--- src/hdl/acsg_map.vh ---
`ifndef ACSG_MAP_VH
`define ACSG_MAP_VH
// Register offsets
`define ACSG_OFF_SETUP      8'h51
`define ACSG_OFF_FINE       8'h52
`define ACSG_OFF_LVOL       8'h53
`define ACSG_OFF_RVOL       8'h54
`define ACSG_OFF_STATUS     8'h60
// Setup register fields
`define ACSG_SETUP_LPWR     7
`define ACSG_SETUP_RPWR     6
`define ACSG_SETUP_PIN_HI   5
`define ACSG_SETUP_PIN_LO   4
`define ACSG_SETUP_LDMIC    3
`define ACSG_SETUP_RDMIC    2
`define ACSG_SETUP_SS_HI    1
`define ACSG_SETUP_SS_LO    0
// Fine gain register fields
`define ACSG_FINE_LMUTE     7
`define ACSG_FINE_LGAIN_HI  6
`define ACSG_FINE_LGAIN_LO  4
`define ACSG_FINE_RMUTE     3
`define ACSG_FINE_RGAIN_HI  2
`define ACSG_FINE_RGAIN_LO  0
// Reset values
`define ACSG_SETUP_RESET    8'h00
`define ACSG_FINE_RESET     8'h88
`define ACSG_VOL_RESET      7'h00
// Encodings
`define ACSG_PIN_GPIO       2'h0
`define ACSG_PIN_SCLK       2'h1
`define ACSG_PIN_DIN        2'h2
`define ACSG_SS_ONE         2'h0
`define ACSG_SS_TWO         2'h1
`define ACSG_SS_OFF         2'h2
`define ACSG_VOL_MIN        7'h68
`define ACSG_VOL_MAX        7'h28
`endif

--- src/hdl/acsg_top.v ---
// Implementation choice: strobed register access.
`timescale 1ns/1ps
`include "acsg_map.vh"

// Functional notes
// - Setup bit 7 powers the left ADC channel up; zero powers it down.
// - Setup bit 6 powers the right ADC channel up; zero powers it down.
// - Setup bits 5:4 pick mic pin: general pin, bit clock, data in.
// - Setup bit 3 feeds the left channel from the digital microphone.
// - Setup bit 2 feeds the right channel from the digital microphone.
// - Setup bits 1:0: step per word clock, per two, or none.
// - Fine bit 7 mutes the left channel; resets to muted.
// - Left fine gain 000 is 0 dB; 111 to 100 are -0.1 to -0.4 dB.
// - Fine bit 3 mutes the right channel; resets to muted.
// - Right fine gain uses the same encoding as the left.
// - Volume is seven-bit two's complement, 0.5 dB steps, -12 to +20 dB.
module acsg_top (
   // Clock, enable and reset
   input  wire       clk,
   input  wire       ce,
   input  wire       reset,
   // Register port
   input  wire [7:0] addr,
   input  wire [7:0] wdata,
   input  wire       wr,
   input  wire       rd,
   output reg  [7:0] rdata,
   // ADC word clock strobe, same clock domain
   input  wire       word_tick,
   // Channel controls
   output wire       left_power,
   output wire       right_power,
   output reg  [1:0] dmic_pin,
   output wire       left_dmic,
   output wire       right_dmic,
   output wire       left_mute,
   output wire       right_mute,
   output wire [2:0] left_fine_atten,
   output wire [2:0] right_fine_atten,
   output wire [6:0] left_vol_applied,
   output wire [6:0] right_vol_applied
);

   wire [7:0] setup;
   wire [7:0] fine;
   wire [6:0] left_vol_target;
   wire [6:0] right_vol_target;
   wire       left_ramping;
   wire       right_ramping;
   wire       jump_now;
   reg        setup_load;
   reg        fine_load;
   reg        left_load;
   reg        right_load;
   reg        tick_phase;
   reg  [7:0] next_rdata;
   reg        step_now;
   wire [1:0] ss_mode;

   assign ss_mode = setup[`ACSG_SETUP_SS_HI:`ACSG_SETUP_SS_LO];

   // Reserved codes map to the zero code (general pin, 0 dB gain) so the datapath never sees them
   function [1:0] fix_pin;
      input [1:0] code;
      begin
         fix_pin = (code == 2'h3) ? `ACSG_PIN_GPIO : code;
      end
   endfunction

   function [2:0] fix_fine;
      input [2:0] code;
      begin
         fix_fine = (code != 3'h0 && code[2] == 1'b0) ? 3'h0 : code;
      end
   endfunction

   // Write decode; unmapped addresses load nothing
   always @* begin
      setup_load = 1'b0;
      fine_load  = 1'b0;
      left_load  = 1'b0;
      right_load = 1'b0;
      if (wr) begin
         if (addr == `ACSG_OFF_SETUP) begin
            setup_load = 1'b1;
         end else if (addr == `ACSG_OFF_FINE) begin
            fine_load = 1'b1;
         end else if (addr == `ACSG_OFF_LVOL) begin
            left_load = 1'b1;
         end else if (addr == `ACSG_OFF_RVOL) begin
            right_load = 1'b1;
         end
      end
   end

   acsg_reg_byte #(
      .RESET_VAL (`ACSG_SETUP_RESET)
   ) setup_reg_inst (
      .clk       (clk),
      .ce        (ce),
      .reset     (reset),
      .load      (setup_load),
      .load_data (wdata),
      .value     (setup)
   );

   acsg_reg_byte #(
      .RESET_VAL (`ACSG_FINE_RESET)
   ) fine_reg_inst (
      .clk       (clk),
      .ce        (ce),
      .reset     (reset),
      .load      (fine_load),
      .load_data (wdata),
      .value     (fine)
   );

   // Read mux; unmapped addresses read zero
   always @* begin
      next_rdata = 8'h00;
      if (addr == `ACSG_OFF_SETUP) begin
         next_rdata = setup;
      end else if (addr == `ACSG_OFF_FINE) begin
         next_rdata = fine;
      end else if (addr == `ACSG_OFF_LVOL) begin
         next_rdata = {1'b0, left_vol_target};
      end else if (addr == `ACSG_OFF_RVOL) begin
         next_rdata = {1'b0, right_vol_target};
      end else if (addr == `ACSG_OFF_STATUS) begin
         next_rdata = {6'h00, right_ramping, left_ramping};
      end
   end

   always @(posedge clk) begin
      if (reset) begin
         rdata <= 8'h00;
      end else if (ce) begin
         rdata <= rd ? next_rdata : 8'h00;
      end
   end

   // Microphone pin choice is shared by both channels
   always @(posedge clk) begin
      if (reset) begin
         dmic_pin <= `ACSG_PIN_GPIO;
      end else if (ce) begin
         dmic_pin <= fix_pin(setup[`ACSG_SETUP_PIN_HI:
                                   `ACSG_SETUP_PIN_LO]);
      end
   end

   acsg_chan_ctrl left_ctrl_inst (
      .clk        (clk),
      .ce         (ce),
      .reset      (reset),
      .power_bit  (setup[`ACSG_SETUP_LPWR]),
      .dmic_bit   (setup[`ACSG_SETUP_LDMIC]),
      .mute_bit   (fine[`ACSG_FINE_LMUTE]),
      .atten_code (fix_fine(fine[`ACSG_FINE_LGAIN_HI:
                                 `ACSG_FINE_LGAIN_LO])),
      .power      (left_power),
      .dmic       (left_dmic),
      .mute       (left_mute),
      .atten      (left_fine_atten)
   );

   acsg_chan_ctrl right_ctrl_inst (
      .clk        (clk),
      .ce         (ce),
      .reset      (reset),
      .power_bit  (setup[`ACSG_SETUP_RPWR]),
      .dmic_bit   (setup[`ACSG_SETUP_RDMIC]),
      .mute_bit   (fine[`ACSG_FINE_RMUTE]),
      .atten_code (fix_fine(fine[`ACSG_FINE_RGAIN_HI:
                                 `ACSG_FINE_RGAIN_LO])),
      .power      (right_power),
      .dmic       (right_dmic),
      .mute       (right_mute),
      .atten      (right_fine_atten)
   );

   // Soft-step pacing in word clocks
   always @* begin
      step_now = 1'b0;
      if (word_tick) begin
         if (ss_mode == `ACSG_SS_ONE)
            step_now = 1'b1;
         else if (ss_mode == `ACSG_SS_TWO)
            step_now = tick_phase;
      end
   end

   // Free running, so a mode change needs no phase reset
   always @(posedge clk) begin
      if (reset) begin
         tick_phase <= 1'b0;
      end else if (ce && word_tick) begin
         tick_phase <= ~tick_phase;
      end
   end

   // Reserved code 11 behaves as disabled
   assign jump_now = ss_mode[1];

   acsg_vol_ramp left_ramp_inst (
      .clk       (clk),
      .ce        (ce),
      .reset     (reset),
      .load      (left_load),
      .load_code (wdata[6:0]),
      .step_en   (step_now),
      .jump      (jump_now),
      .target    (left_vol_target),
      .applied   (left_vol_applied),
      .ramping   (left_ramping)
   );

   acsg_vol_ramp right_ramp_inst (
      .clk       (clk),
      .ce        (ce),
      .reset     (reset),
      .load      (right_load),
      .load_code (wdata[6:0]),
      .step_en   (step_now),
      .jump      (jump_now),
      .target    (right_vol_target),
      .applied   (right_vol_applied),
      .ramping   (right_ramping)
   );

endmodule

// One software register; a write lands on the strobe edge
module acsg_reg_byte #(
   parameter             WIDTH     = 8,
   parameter [WIDTH-1:0] RESET_VAL = {WIDTH{1'b0}}
) (
   // Clock, enable and reset
   input  wire             clk,
   input  wire             ce,
   input  wire             reset,
   // Write side
   input  wire             load,
   input  wire [WIDTH-1:0] load_data,
   // Stored value
   output reg  [WIDTH-1:0] value
);

   always @(posedge clk) begin
      if (reset) begin
         value <= RESET_VAL;
      end else if (ce && load) begin
         value <= load_data;
      end
   end

endmodule

// Registered controls of one channel, one cycle behind the register
module acsg_chan_ctrl (
   // Clock, enable and reset
   input  wire       clk,
   input  wire       ce,
   input  wire       reset,
   // Configuration bits
   input  wire       power_bit,
   input  wire       dmic_bit,
   input  wire       mute_bit,
   input  wire [2:0] atten_code,
   // Channel controls
   output reg        power,
   output reg        dmic,
   output reg        mute,
   output reg  [2:0] atten
);

   // Reset to muted so nothing leaks out before the gain is set
   always @(posedge clk) begin
      if (reset) begin
         power <= 1'b0;
         dmic  <= 1'b0;
         mute  <= 1'b1;
         atten <= 3'h0;
      end else if (ce) begin
         power <= power_bit;
         dmic  <= dmic_bit;
         mute  <= mute_bit;
         atten <= atten_code;
      end
   end

endmodule

// Volume target of one channel and the applied value chasing it
module acsg_vol_ramp #(
   parameter             VOL_W      = 7,
   parameter [VOL_W-1:0] VOL_MIN    = `ACSG_VOL_MIN,
   parameter [VOL_W-1:0] VOL_MAX    = `ACSG_VOL_MAX,
   parameter [VOL_W-1:0] RESET_CODE = `ACSG_VOL_RESET
) (
   // Clock, enable and reset
   input  wire             clk,
   input  wire             ce,
   input  wire             reset,
   // Software write of a new target
   input  wire             load,
   input  wire [VOL_W-1:0] load_code,
   // Pacing from the shared soft-step logic
   input  wire             step_en,
   input  wire             jump,
   // Volume state
   output reg  [VOL_W-1:0] target,
   output reg  [VOL_W-1:0] applied,
   output wire             ramping
);

   // Reserved codes snap to the nearer limit of -12..+20 dB
   function [VOL_W-1:0] clamp_vol;
      input [VOL_W-1:0] code;
      begin
         if (code[VOL_W-1] && code < VOL_MIN)
            clamp_vol = VOL_MIN;
         else if (!code[VOL_W-1] && code > VOL_MAX)
            clamp_vol = VOL_MAX;
         else
            clamp_vol = code;
      end
   endfunction

   // Signed compare; one code is one 0.5 dB step
   function [VOL_W-1:0] step_toward;
      input [VOL_W-1:0] cur;
      input [VOL_W-1:0] tgt;
      begin
         if ($signed(cur) < $signed(tgt))
            step_toward = cur + {{(VOL_W-1){1'b0}}, 1'b1};
         else if ($signed(cur) > $signed(tgt))
            step_toward = cur - {{(VOL_W-1){1'b0}}, 1'b1};
         else
            step_toward = cur;
      end
   endfunction

   assign ramping = (applied != target);

   always @(posedge clk) begin
      if (reset) begin
         target <= RESET_CODE;
      end else if (ce && load) begin
         target <= clamp_vol(load_code);
      end
   end

   // A jump wins, so turning the ramp off never leaves a stale value
   always @(posedge clk) begin
      if (reset) begin
         applied <= RESET_CODE;
      end else if (ce) begin
         if (jump) begin
            applied <= target;
         end else if (step_en) begin
            applied <= step_toward(applied, target);
         end
      end
   end

endmodule

--- config.mk ---
export PLATFORM = sky130hd
export DESIGN_NAME = acsg_top
export DESIGN_NICKNAME = d
export VERILOG_FILES = /design/src/hdl/acsg_top.v
export VERILOG_INCLUDE_DIRS = /design/src /design/src/hdl
export SDC_FILE = /design/constraint.sdc
export NUM_CORES = 1
export LEC_CHECK = 0
export BUFFER_PORTS_ARGS = -buffer_cell sky130_fd_sc_hd__clkbuf_2
export CAP_MARGIN = 30
export CORE_UTILIZATION = 60
export DETAILED_ROUTE_END_ITERATION = 10
export PLACE_DENSITY_LB_ADDON = 0.2
export SETUP_SLACK_MARGIN = 0.1
export SYNTH_ARGS = -nofsm -noshare
export SYNTH_HDL_FRONTEND = slang
export SYNTH_SLANG_ARGS = --single-unit
--- constraint.sdc ---
create_clock -name clk -period 4.6 [get_ports clk]
set_clock_uncertainty 0.05 [all_clocks]
set_input_delay 0.46 -clock clk [delete_from_list [all_inputs] [get_ports clk]]
set_output_delay 0.46 -clock clk [all_outputs]
set_load 0.1 [all_outputs]
======== Yosys cells after proc, flatten, opt, wreduce, memory -nomap -nowiden ========
Index checks and enable logic that the tools add are counted.
storage, ports and cells
  bits in registers ....................... 67
  output and inout port bits .............. 36
  logic and storage cells ................. 93
cells by class
  $add $sub $neg .......................... 4
  $lt $le $gt $ge ......................... 6
  eq/ne operators ......................... 9
  mux-type cells .......................... 36
  bitwise operators ....................... 3
  reductions and logical operators ........ 18
operators by type and width
  kind                   number
  $mux W7                12
  $eq A8 B7 Y1 const B   5
  $mux W8                3
  $mux W1                17
  $add A7 B1 Y7 const B  2
  $gt A7 B7 Y1           2
  $lt A7 B7 Y1           2
  $ne A7 B7 Y1           2
  $sub A7 B1 Y7 const B  2
  $reduce_bool A3 Y1     4
  $logic_and A1 B1 Y1    9
  $gt A7 B6 Y1 const B   1
  $lt A7 B7 Y1 const B   1
  $mux W3                2
  $reduce_and A3 Y1      2
  $mux W2                2
  $not A1 Y1             3
  $eq A2 B1 Y1 const B   1
  $eq A2 B2 Y1 const B   1
  $logic_not A2 Y1       1
  $reduce_bool A2 Y1     1
  $logic_not A1 Y1       1

======== Longest topological paths before layout ========
Gate-level depths: netlist (run 1).
  word-level depth ........................ 7
  gate-level depth with buffers ........... 13
  depth with buffers taken out ............ 13

======== Modules after synthesis ========
A second synthesis (run 1) with hierarchy kept.
unflattened totals
  cell total of the unflattened synthesis .. 470
  area total of the unflattened synthesis .. 4070.2 µm²
modules (own cells, without submodules)
  module                           times used  cells each  area an instance (µm²)  sequential area each (µm²)
  acsg_vol_ramp                    2           127         1026.0                  280.3
  acsg_top                         1           107         879.6                   220.2
  acsg_chan_ctrl                   2           19          217.7                   120.1
  acsg_reg_byte at setup_reg_inst  1           37          366.6                   160.2
  acsg_reg_byte at fine_reg_inst   1           34          336.6                   160.2

======== Worst setup path before layout (run 1) ========
No wires, ideal clock.
  kind .................................... register to register
  start ................................... register right_ramp_inst.applied[1]
  end ..................................... register right_ramp_inst.applied[6]
  setup time .............................. 0.119 ns
  arrival time ............................ 3.375 ns
  required time ........................... 4.431 ns
  slack ................................... 1.056 ns
  stages on the path, launching flop included .. 13
  path buffers ............................ 0
  clock period less this slack ............ 3.544 ns
  cell sequence ........................... dfxtp_1 ha_1 nor2b_1 o21ai_0 a21oi_1 nor2_2 xnor2_1 ha_1 nor4_1 nand2_1 mux2i_1 mux2_1 o221a_2
between the ends
  longest elaborated chain between the ends .. 5
  elaborated cells on any way between the ends .. 10
RTL lines
  item                    line            RTL
  from (decl)             acsg_top.v:313  output reg [VOL_W-1:0] applied,
  from (signal assigned)  acsg_top.v:360  applied <= target;
  from (signal assigned)  acsg_top.v:362  applied <= step_toward(applied, target);
  $sub A7 B1 Y7           acsg_top.v:338  step_toward = cur - {{(VOL_W-1){1'b0}}, 1'b1};
  $mux W7                 acsg_top.v:337  else if ($signed(cur) > $signed(tgt))
  $mux W7                 acsg_top.v:335  if ($signed(cur) < $signed(tgt))
  $mux W7                 acsg_top.v:361  end else if (step_en) begin
  $mux W7                 acsg_top.v:359  if (jump) begin
Several ways; a longest one is shown, not always the timed one. The select of a mux whose other input is x is not followed.
A chain may end at the register's enable or synchronous reset.

======== Worst setup path in the final report (run 1) ========
Same ends and word-level chain as after synthesis.

==> results of run 1 <==
sequential cells by signal, indices dropped and copies added, names as in the netlist, 2 cells and up:
signal / flops
rdata: 8
fine_reg_inst.value: 8
right_ramp_inst.applied: 7
left_ramp_inst.target: 7
left_ramp_inst.applied: 7
dmic_pin: 2
right_ctrl_inst.atten: 3
left_ctrl_inst.atten: 3
right_ramp_inst.target: 7
setup_reg_inst.value: 8
metrics by stage:
stage	total power, µW	setup WS [ps]	cell area, µm²	hold WS, ps	utilization
2_1_floorplan	2038	1056	3689	399.6	-
3_3_place_gp	2240	1494	3975	398.5	0.6714
3_5_place_dp	2290	1359	3975	403.2	0.6714
4_1_cts	2751	1474	4154	273.0	0.7016
5_1_grt	2917	1341	4154	269.9	0.7016
6_report	2760	1428	4154	279.1	0.7016
kinds of logic (layout without fill, tap and decap cells):
logic type | after synthesis | count (layout) | synth area share
muxes | 36 | 36 | 0.1007
and+or+nand+nor | 175 | 175 | 0.2337
buffers and inverters | 42 | 90 | 0.04443
xor gates and xnor gates | 4 | 4 | 0.009500
adders and majority gates | 16 | 16 | 0.05427
AOI/OAI and AO/OA | 105 | 105 | 0.1937
DFF | 67 | 67 | 0.3636
final cells by class:
cell class | count | area, µm²
clock buffers | 13 | 168.9
clock inverters | 2 | 10.01
fillers | 493 | 1767
inverters | 17 | 63.81
multi-input cells | 336 | 2183
flip-flops and latches | 67 | 1341
well taps | 75 | 93.84
repair buffers | 58 | 292.8
worst max-delay path by stage:
stage	start	endpoint	slack [ps]
after global placement	ce	left_ramp_inst.applied[4]	1490
after detailed placement	ce	left_ramp_inst.applied[4]	1360
after floorplan	right_ramp_inst.applied[1]	right_ramp_inst.applied[6]	1060
after global routing	right_ramp_inst.applied[1]	right_ramp_inst.applied[6]	1340
final	right_ramp_inst.applied[1]	right_ramp_inst.applied[6]	1430
after CTS	right_ramp_inst.applied[1]	right_ramp_inst.applied[6]	1470
worst max-delay path: stages (launching register included):
cell and delay (ps):
dfxtp_1 490, ha_1 300, nor2b_1 130, o21ai_0 150, a21oi_1 140, nor2_2 350, xnor2_1 130, ha_1 260
nor4_1 180, nand2_1 80, mux2i_1 200, mux2_1 360, o221a_2 250
cells in the mapped netlist (all sizes together), types with 4 or more instances:
cell type  instances  share of area
clkbuf            17          0.017
ha                16          0.054
nand2             43          0.044
inv               17          0.017
o221a              6          0.018
buf                8         0.0098
mux2               6          0.019
dfxtp             67           0.36
a211o              4         0.0095
and2               8          0.014
nand3             23          0.031
mux2i             30          0.081
nor2              52          0.054
a211oi             7          0.014
nand4              7          0.012
a31oi              5         0.0085
nor2b             11          0.019
o21ai             12          0.016
o2111ai            5          0.012
nor3               4         0.0054
nand3b             6          0.012
a21oi             47          0.064
routing by layer:
metal,vias to the layer above,part of all wire,global-route usage
li1,1700,-,-
met1,1685,0.46,0.3920
met2,106,0.48,0.5042
met3,11,0.041,0.06591
met4,0,0.014,0.09643
met5,-,0,0
power by group through the flow:
stage | Sequential [µW] | Clock (µW) | Combinational (µW)
final | 725 | 456 | 1580
after global routing | 737 | 483 | 1700
after global placement | 736 | 0 | 1500
after floorplan | 1060 | 0 | 983
after CTS | 724 | 460 | 1570
after detailed placement | 737 | 0 | 1550
==> flow_summary.toml, run 1 <==
[run_status]
status = "completed"

[min_path]
min-delay-path-class = "input pin to flip-flop"
min_to = "fine_reg_inst.value[7]"
hold_path_startpoint = "wdata[7]"
holdPathStages = 2

[logic_synthesis]
synth.avg_cell_area_um2 = 8.289
seq_area_frac_synth = 0.3636
synth.distinct_cells = 54
synthFlopType = "dfxtp_1"
syn_area_um2 = 3689
ys.warnings.count = 0
syn_inst = 445
synth_nets = 483
postSynth.asyncResetShare = 0
synth_edf_count = 0
ys_ff_latch = 67

[detailed_routing]
drtAntennaViolNets = 0
dr.pass1.iters = 5
wl_per_cell_um = 16.29
routed_via_density = 6.165
finalWirelength_mm = 9.253
detail_route.drc_violations = 0
vias = 3502
drt_iter0_drc = 272

[worst_setup_path]
start_kind = "flip-flop"
r2r-end = "right_ramp_inst.applied[6]"
required_ps = 4800
r2r_slack_ps = 1430
cp_data_arrival_time_ps = 3370
cp-end-kind = "flip-flop"
reg2reg_depth = 12
r2r-start = "right_ramp_inst.applied[1]"
critical_path_class = "flip-flop to flip-flop"
critPathMaxFanout = 9

[sta]
tightest_slew_ps = 891.7
period_share = 0.6896
finalCriticalPeriod_ps = 3172
setup_tns_ps = 0
slew_viol_final = 0
finalSetupViolations = 0
rsz0062_at_grt = "no"
fmax_mhz = 315.2
slew_headroom = 0.4047
hold_viol_final = 0

[grt]
grt_pass1_vias = 3178
track_usage = 0.3047
grt_pass1_wl_mm = 15.17
overflow = 0
grt_max_degree = 44
antenna_found_initial = 0

[die]
initial_utilization = 0.6230
ios = 58
rows = 28
die_w_um = 80.41
core_um2 = 5921
die_area_um2 = 6465
die_h_um = 80.41

[clock_network]
numCtsBuffers = 9
cts.sinks = 67
root_buffer = "clkbuf_8"
cts_buffer_depth = 2
cts_hold_repair.buffers = 0
clkLatencyLatePin_ps = 350
post_cts_buffers = 0
cts_tree = "built"
path_clk_slew_ps = 70
ctsHtreeMaxLevel = 3
postCtsResizedCells = 0

[pwr]
p_int_uw = 1453
power_frac_comb = 0.572
p_sw_frac = 0.4734
p_leak_uw = 0.001629
ir_worst_vdd_v = 0.0004952
power.share.clock = 0.165
seqPwrFrac = 0.263
switchingPower_uw = 1307
power_density_nw_per_um2 = 664.4

[finish]
stdcell_count = 568
n_antenna_cell = 0
final_common_cell = "dfxtp_1"
nets = 527
drive_gt1_frac = 0.1765
area_delta_synth_final_pct = 12.62
layout_common_cells = "dfxtp_1 (67), clkbuf_2 (57), nor2_1 (51), a21oi_1 (47), nand2_1 (43)"

[placement]
place.port_buffers = 57
dp_hpwl_mm = 6.458
place.gp.congestion = 0.8529
dp.cells = 553

[job]
max-cap-violations = 0
(Power assumes the default switching activity.)
==> run 2: changes to the inputs <==
CORE_UTILIZATION = 57   (was 60)
clock period = 3.25 ns   (was 4.6 ns; I/O delays follow)
==> run 2 against run 1 <==
Via count rose by 0.17%. Hold slack got worse by 120 ps. Combinational power rose by 43%. Sequential share of layout area fell by 0.68 points. Die area rose by 5.1%. Sequential power rose by 45%. Clock-buffer cell count fell by 3. Critical path depth did not move. First-iteration DRC count fell by 22%. Critical endpoint is now left_ramp_inst.applied[4]. Largest cell class unchanged.
==> flow_summary.toml, run 2 (synthesis results as in run 1) <==
[worst_setup_path]
slowest_stage = "a2111oi_4"
r2r_slack_ps = 300
crit_top_cell = "ha_1"
r2r-end = "left_ramp_inst.applied[4]"
cp_slowest_stage_delay_ps = 400
required_ps = 3440
start_kind = "flip-flop"
cp-end-kind = "flip-flop"
critical_path_class = "flip-flop to flip-flop"
critPathMaxFanout = 8
r2r-start = "left_ramp_inst.target[4]"
cp_data_arrival_time_ps = 3140
cp_cell_sequence = "inv_1 -> ha_1 -> a21o_1 -> a2111oi_4 -> a22oi_4 -> xor2_1 -> ha_1 -> nor2_1 -> nand3_1 -> o21ai_0 -> mux2_2 -> o221a_1"
reg2reg_depth = 12

[detailed_routing]
drt_iter0_drc = 213
wl_met1_mm = 4.239
routed_via_density = 6.111
wl_met3_um = 556
vias = 3508
finalWirelength_mm = 9.409
dr_wl_met2_mm = 4.424
highest_layer = "met4"
dr.pass1.iters = 5
drtAntennaViolNets = 0
wl_per_cell_um = 16.39
detail_route.drc_violations = 0

[sta]
finalSetupViolations = 0
hold_viol_final = 0
setup_tns_ps = 0
tightest_slew_ps = 786.4
slew_viol_final = 0
finalCriticalPeriod_ps = 2948
rsz0062_at_grt = "no"
period_share = 0.9072
fmax_mhz = 339.2
slew_headroom = 0.4757

[die]
rows = 28
die_w_um = 82.45
die_area_um2 = 6797
core_um2 = 6096
die_h_um = 82.45
initial_utilization = 0.6051
ios = 58

[placement]
postPlaceCellArea_um2 = 4029
place.port_buffers = 57
place.gp.congestion = 0.8926
dp_hpwl_mm = 6.683

[finish]
fill_cells = 511
nets = 532
final_common_cell = "clkbuf_2"
drive_gt1_frac = 0.2124
post-route-util = 0.7044
finalInstanceArea_um2 = 4294
layout_common_cells = "clkbuf_2 (57), dfxtp_1 (54), nor2_1 (51), a21oi_1 (47), nand2_1 (43)"
largestRegisters = "fine_reg_inst.value: 8 flops, rdata: 8 flops, setup_reg_inst.value: 8 flops"
area_delta_synth_final_pct = 16.42
n_antenna_cell = 0

[grt]
grt_max_degree = 40
track_usage = 0.2973
antenna_found_initial = 0
grt_pass1_wl_mm = 15.17
grt_pass1_vias = 3084
overflow = 0

[pwr]
ir_worst_vdd_v = 0.0009633
power_density_nw_per_um2 = 987.4
p_leak_uw = 0.001696

[clock_network]
ctsHtreeMaxLevel = 3
cts_buffer_depth = 2
path_clk_slew_ps = 80
post_cts_buffers = 0
cts_tree = "built"
root_buffer = "clkbuf_8"
cts_hold_repair.buffers = 0
numCtsBuffers = 9
cts.sinks = 67
postCtsResizedCells = 0
clkLatencyLatePin_ps = 350

[min_path]
hold_path_startpoint = "wdata[7]"
min_to = "fine_reg_inst.value[7]"
min-delay-path-class = "input pin to flip-flop"
holdPathStages = 2

[job]
max-cap-violations = 0

[run_status]
status = "completed"
-- run 2: how the worst max path moves through the flow --
stage | cells after the start | endpoint | start | slack, ps
after global placement | 12 | left_ramp_inst.applied[4] | left_ramp_inst.target[4] | 410
final | 12 | left_ramp_inst.applied[4] | left_ramp_inst.target[4] | 300
after detailed placement | 12 | left_ramp_inst.applied[4] | left_ramp_inst.target[4] | 330
after floorplan | 11 | left_ramp_inst.applied[4] | left_ramp_inst.applied[4] | 100
after global routing | 12 | left_ramp_inst.applied[4] | left_ramp_inst.target[4] | 160
after CTS | 12 | left_ramp_inst.applied[4] | left_ramp_inst.target[4] | 310
-- run 2: critical path: cells and delay by family, from the launching register on --
family | cells | cell delay (ps)
adder cells (fa/ha/maj) | 2 | 550
multiplexers | 1 | 350
AND/OR/NAND/NOR | 2 | 230
buffers and inverters | 1 | 80
XOR/XNOR | 1 | 180
AO/OA/AOI/OAI | 5 | 1060
flip-flops | 1 | 360
-- run 2: report_power, final --
part | switching, µW | total [µW] | internal (µW) | leakage [µW]
combinational | 1400 | 2260 | 867 | 0.00102
clock | 339 | 929 | 590 | 0.000131
sequential | 142 | 1050 | 908 | 0.000547
-- run 2: metrics by stage --
stage | power [µW] | hold WS (ps) | setup slack (ps) | cells
3_5_place_dp | 3291 | 400.2 | 329.3 | 558
6_report | 4240 | 156.5 | 301.6 | 574
5_1_grt | 4479 | 150.4 | 162.6 | 574
4_1_cts | 4235 | 148.7 | 307.4 | 574
3_3_place_gp | 3249 | 389.8 | 406.2 | 558
2_1_floorplan | 2900 | 392.9 | 102.2 | 445
-- run 2: final cells by class --
type,count,area (µm²),area share
clock buffers,10,127.6,0.02972
multi-input cells,336,2183,0.5084
flip-flops and latches,67,1358,0.3161
repair buffers,63,330.3,0.07692
well taps,75,93.84,0.02185
clock inverters,6,137.6,0.03205
inverters,17,63.81,0.01486
-- run 2: routing by layer --
metal / up-vias / global-route usage
li1: 1705 / -
met1: 1654 / 0.3878
met2: 130 / 0.4802
met3: 19 / 0.05714
met4: 0 / 0.1211
met5: - / 0
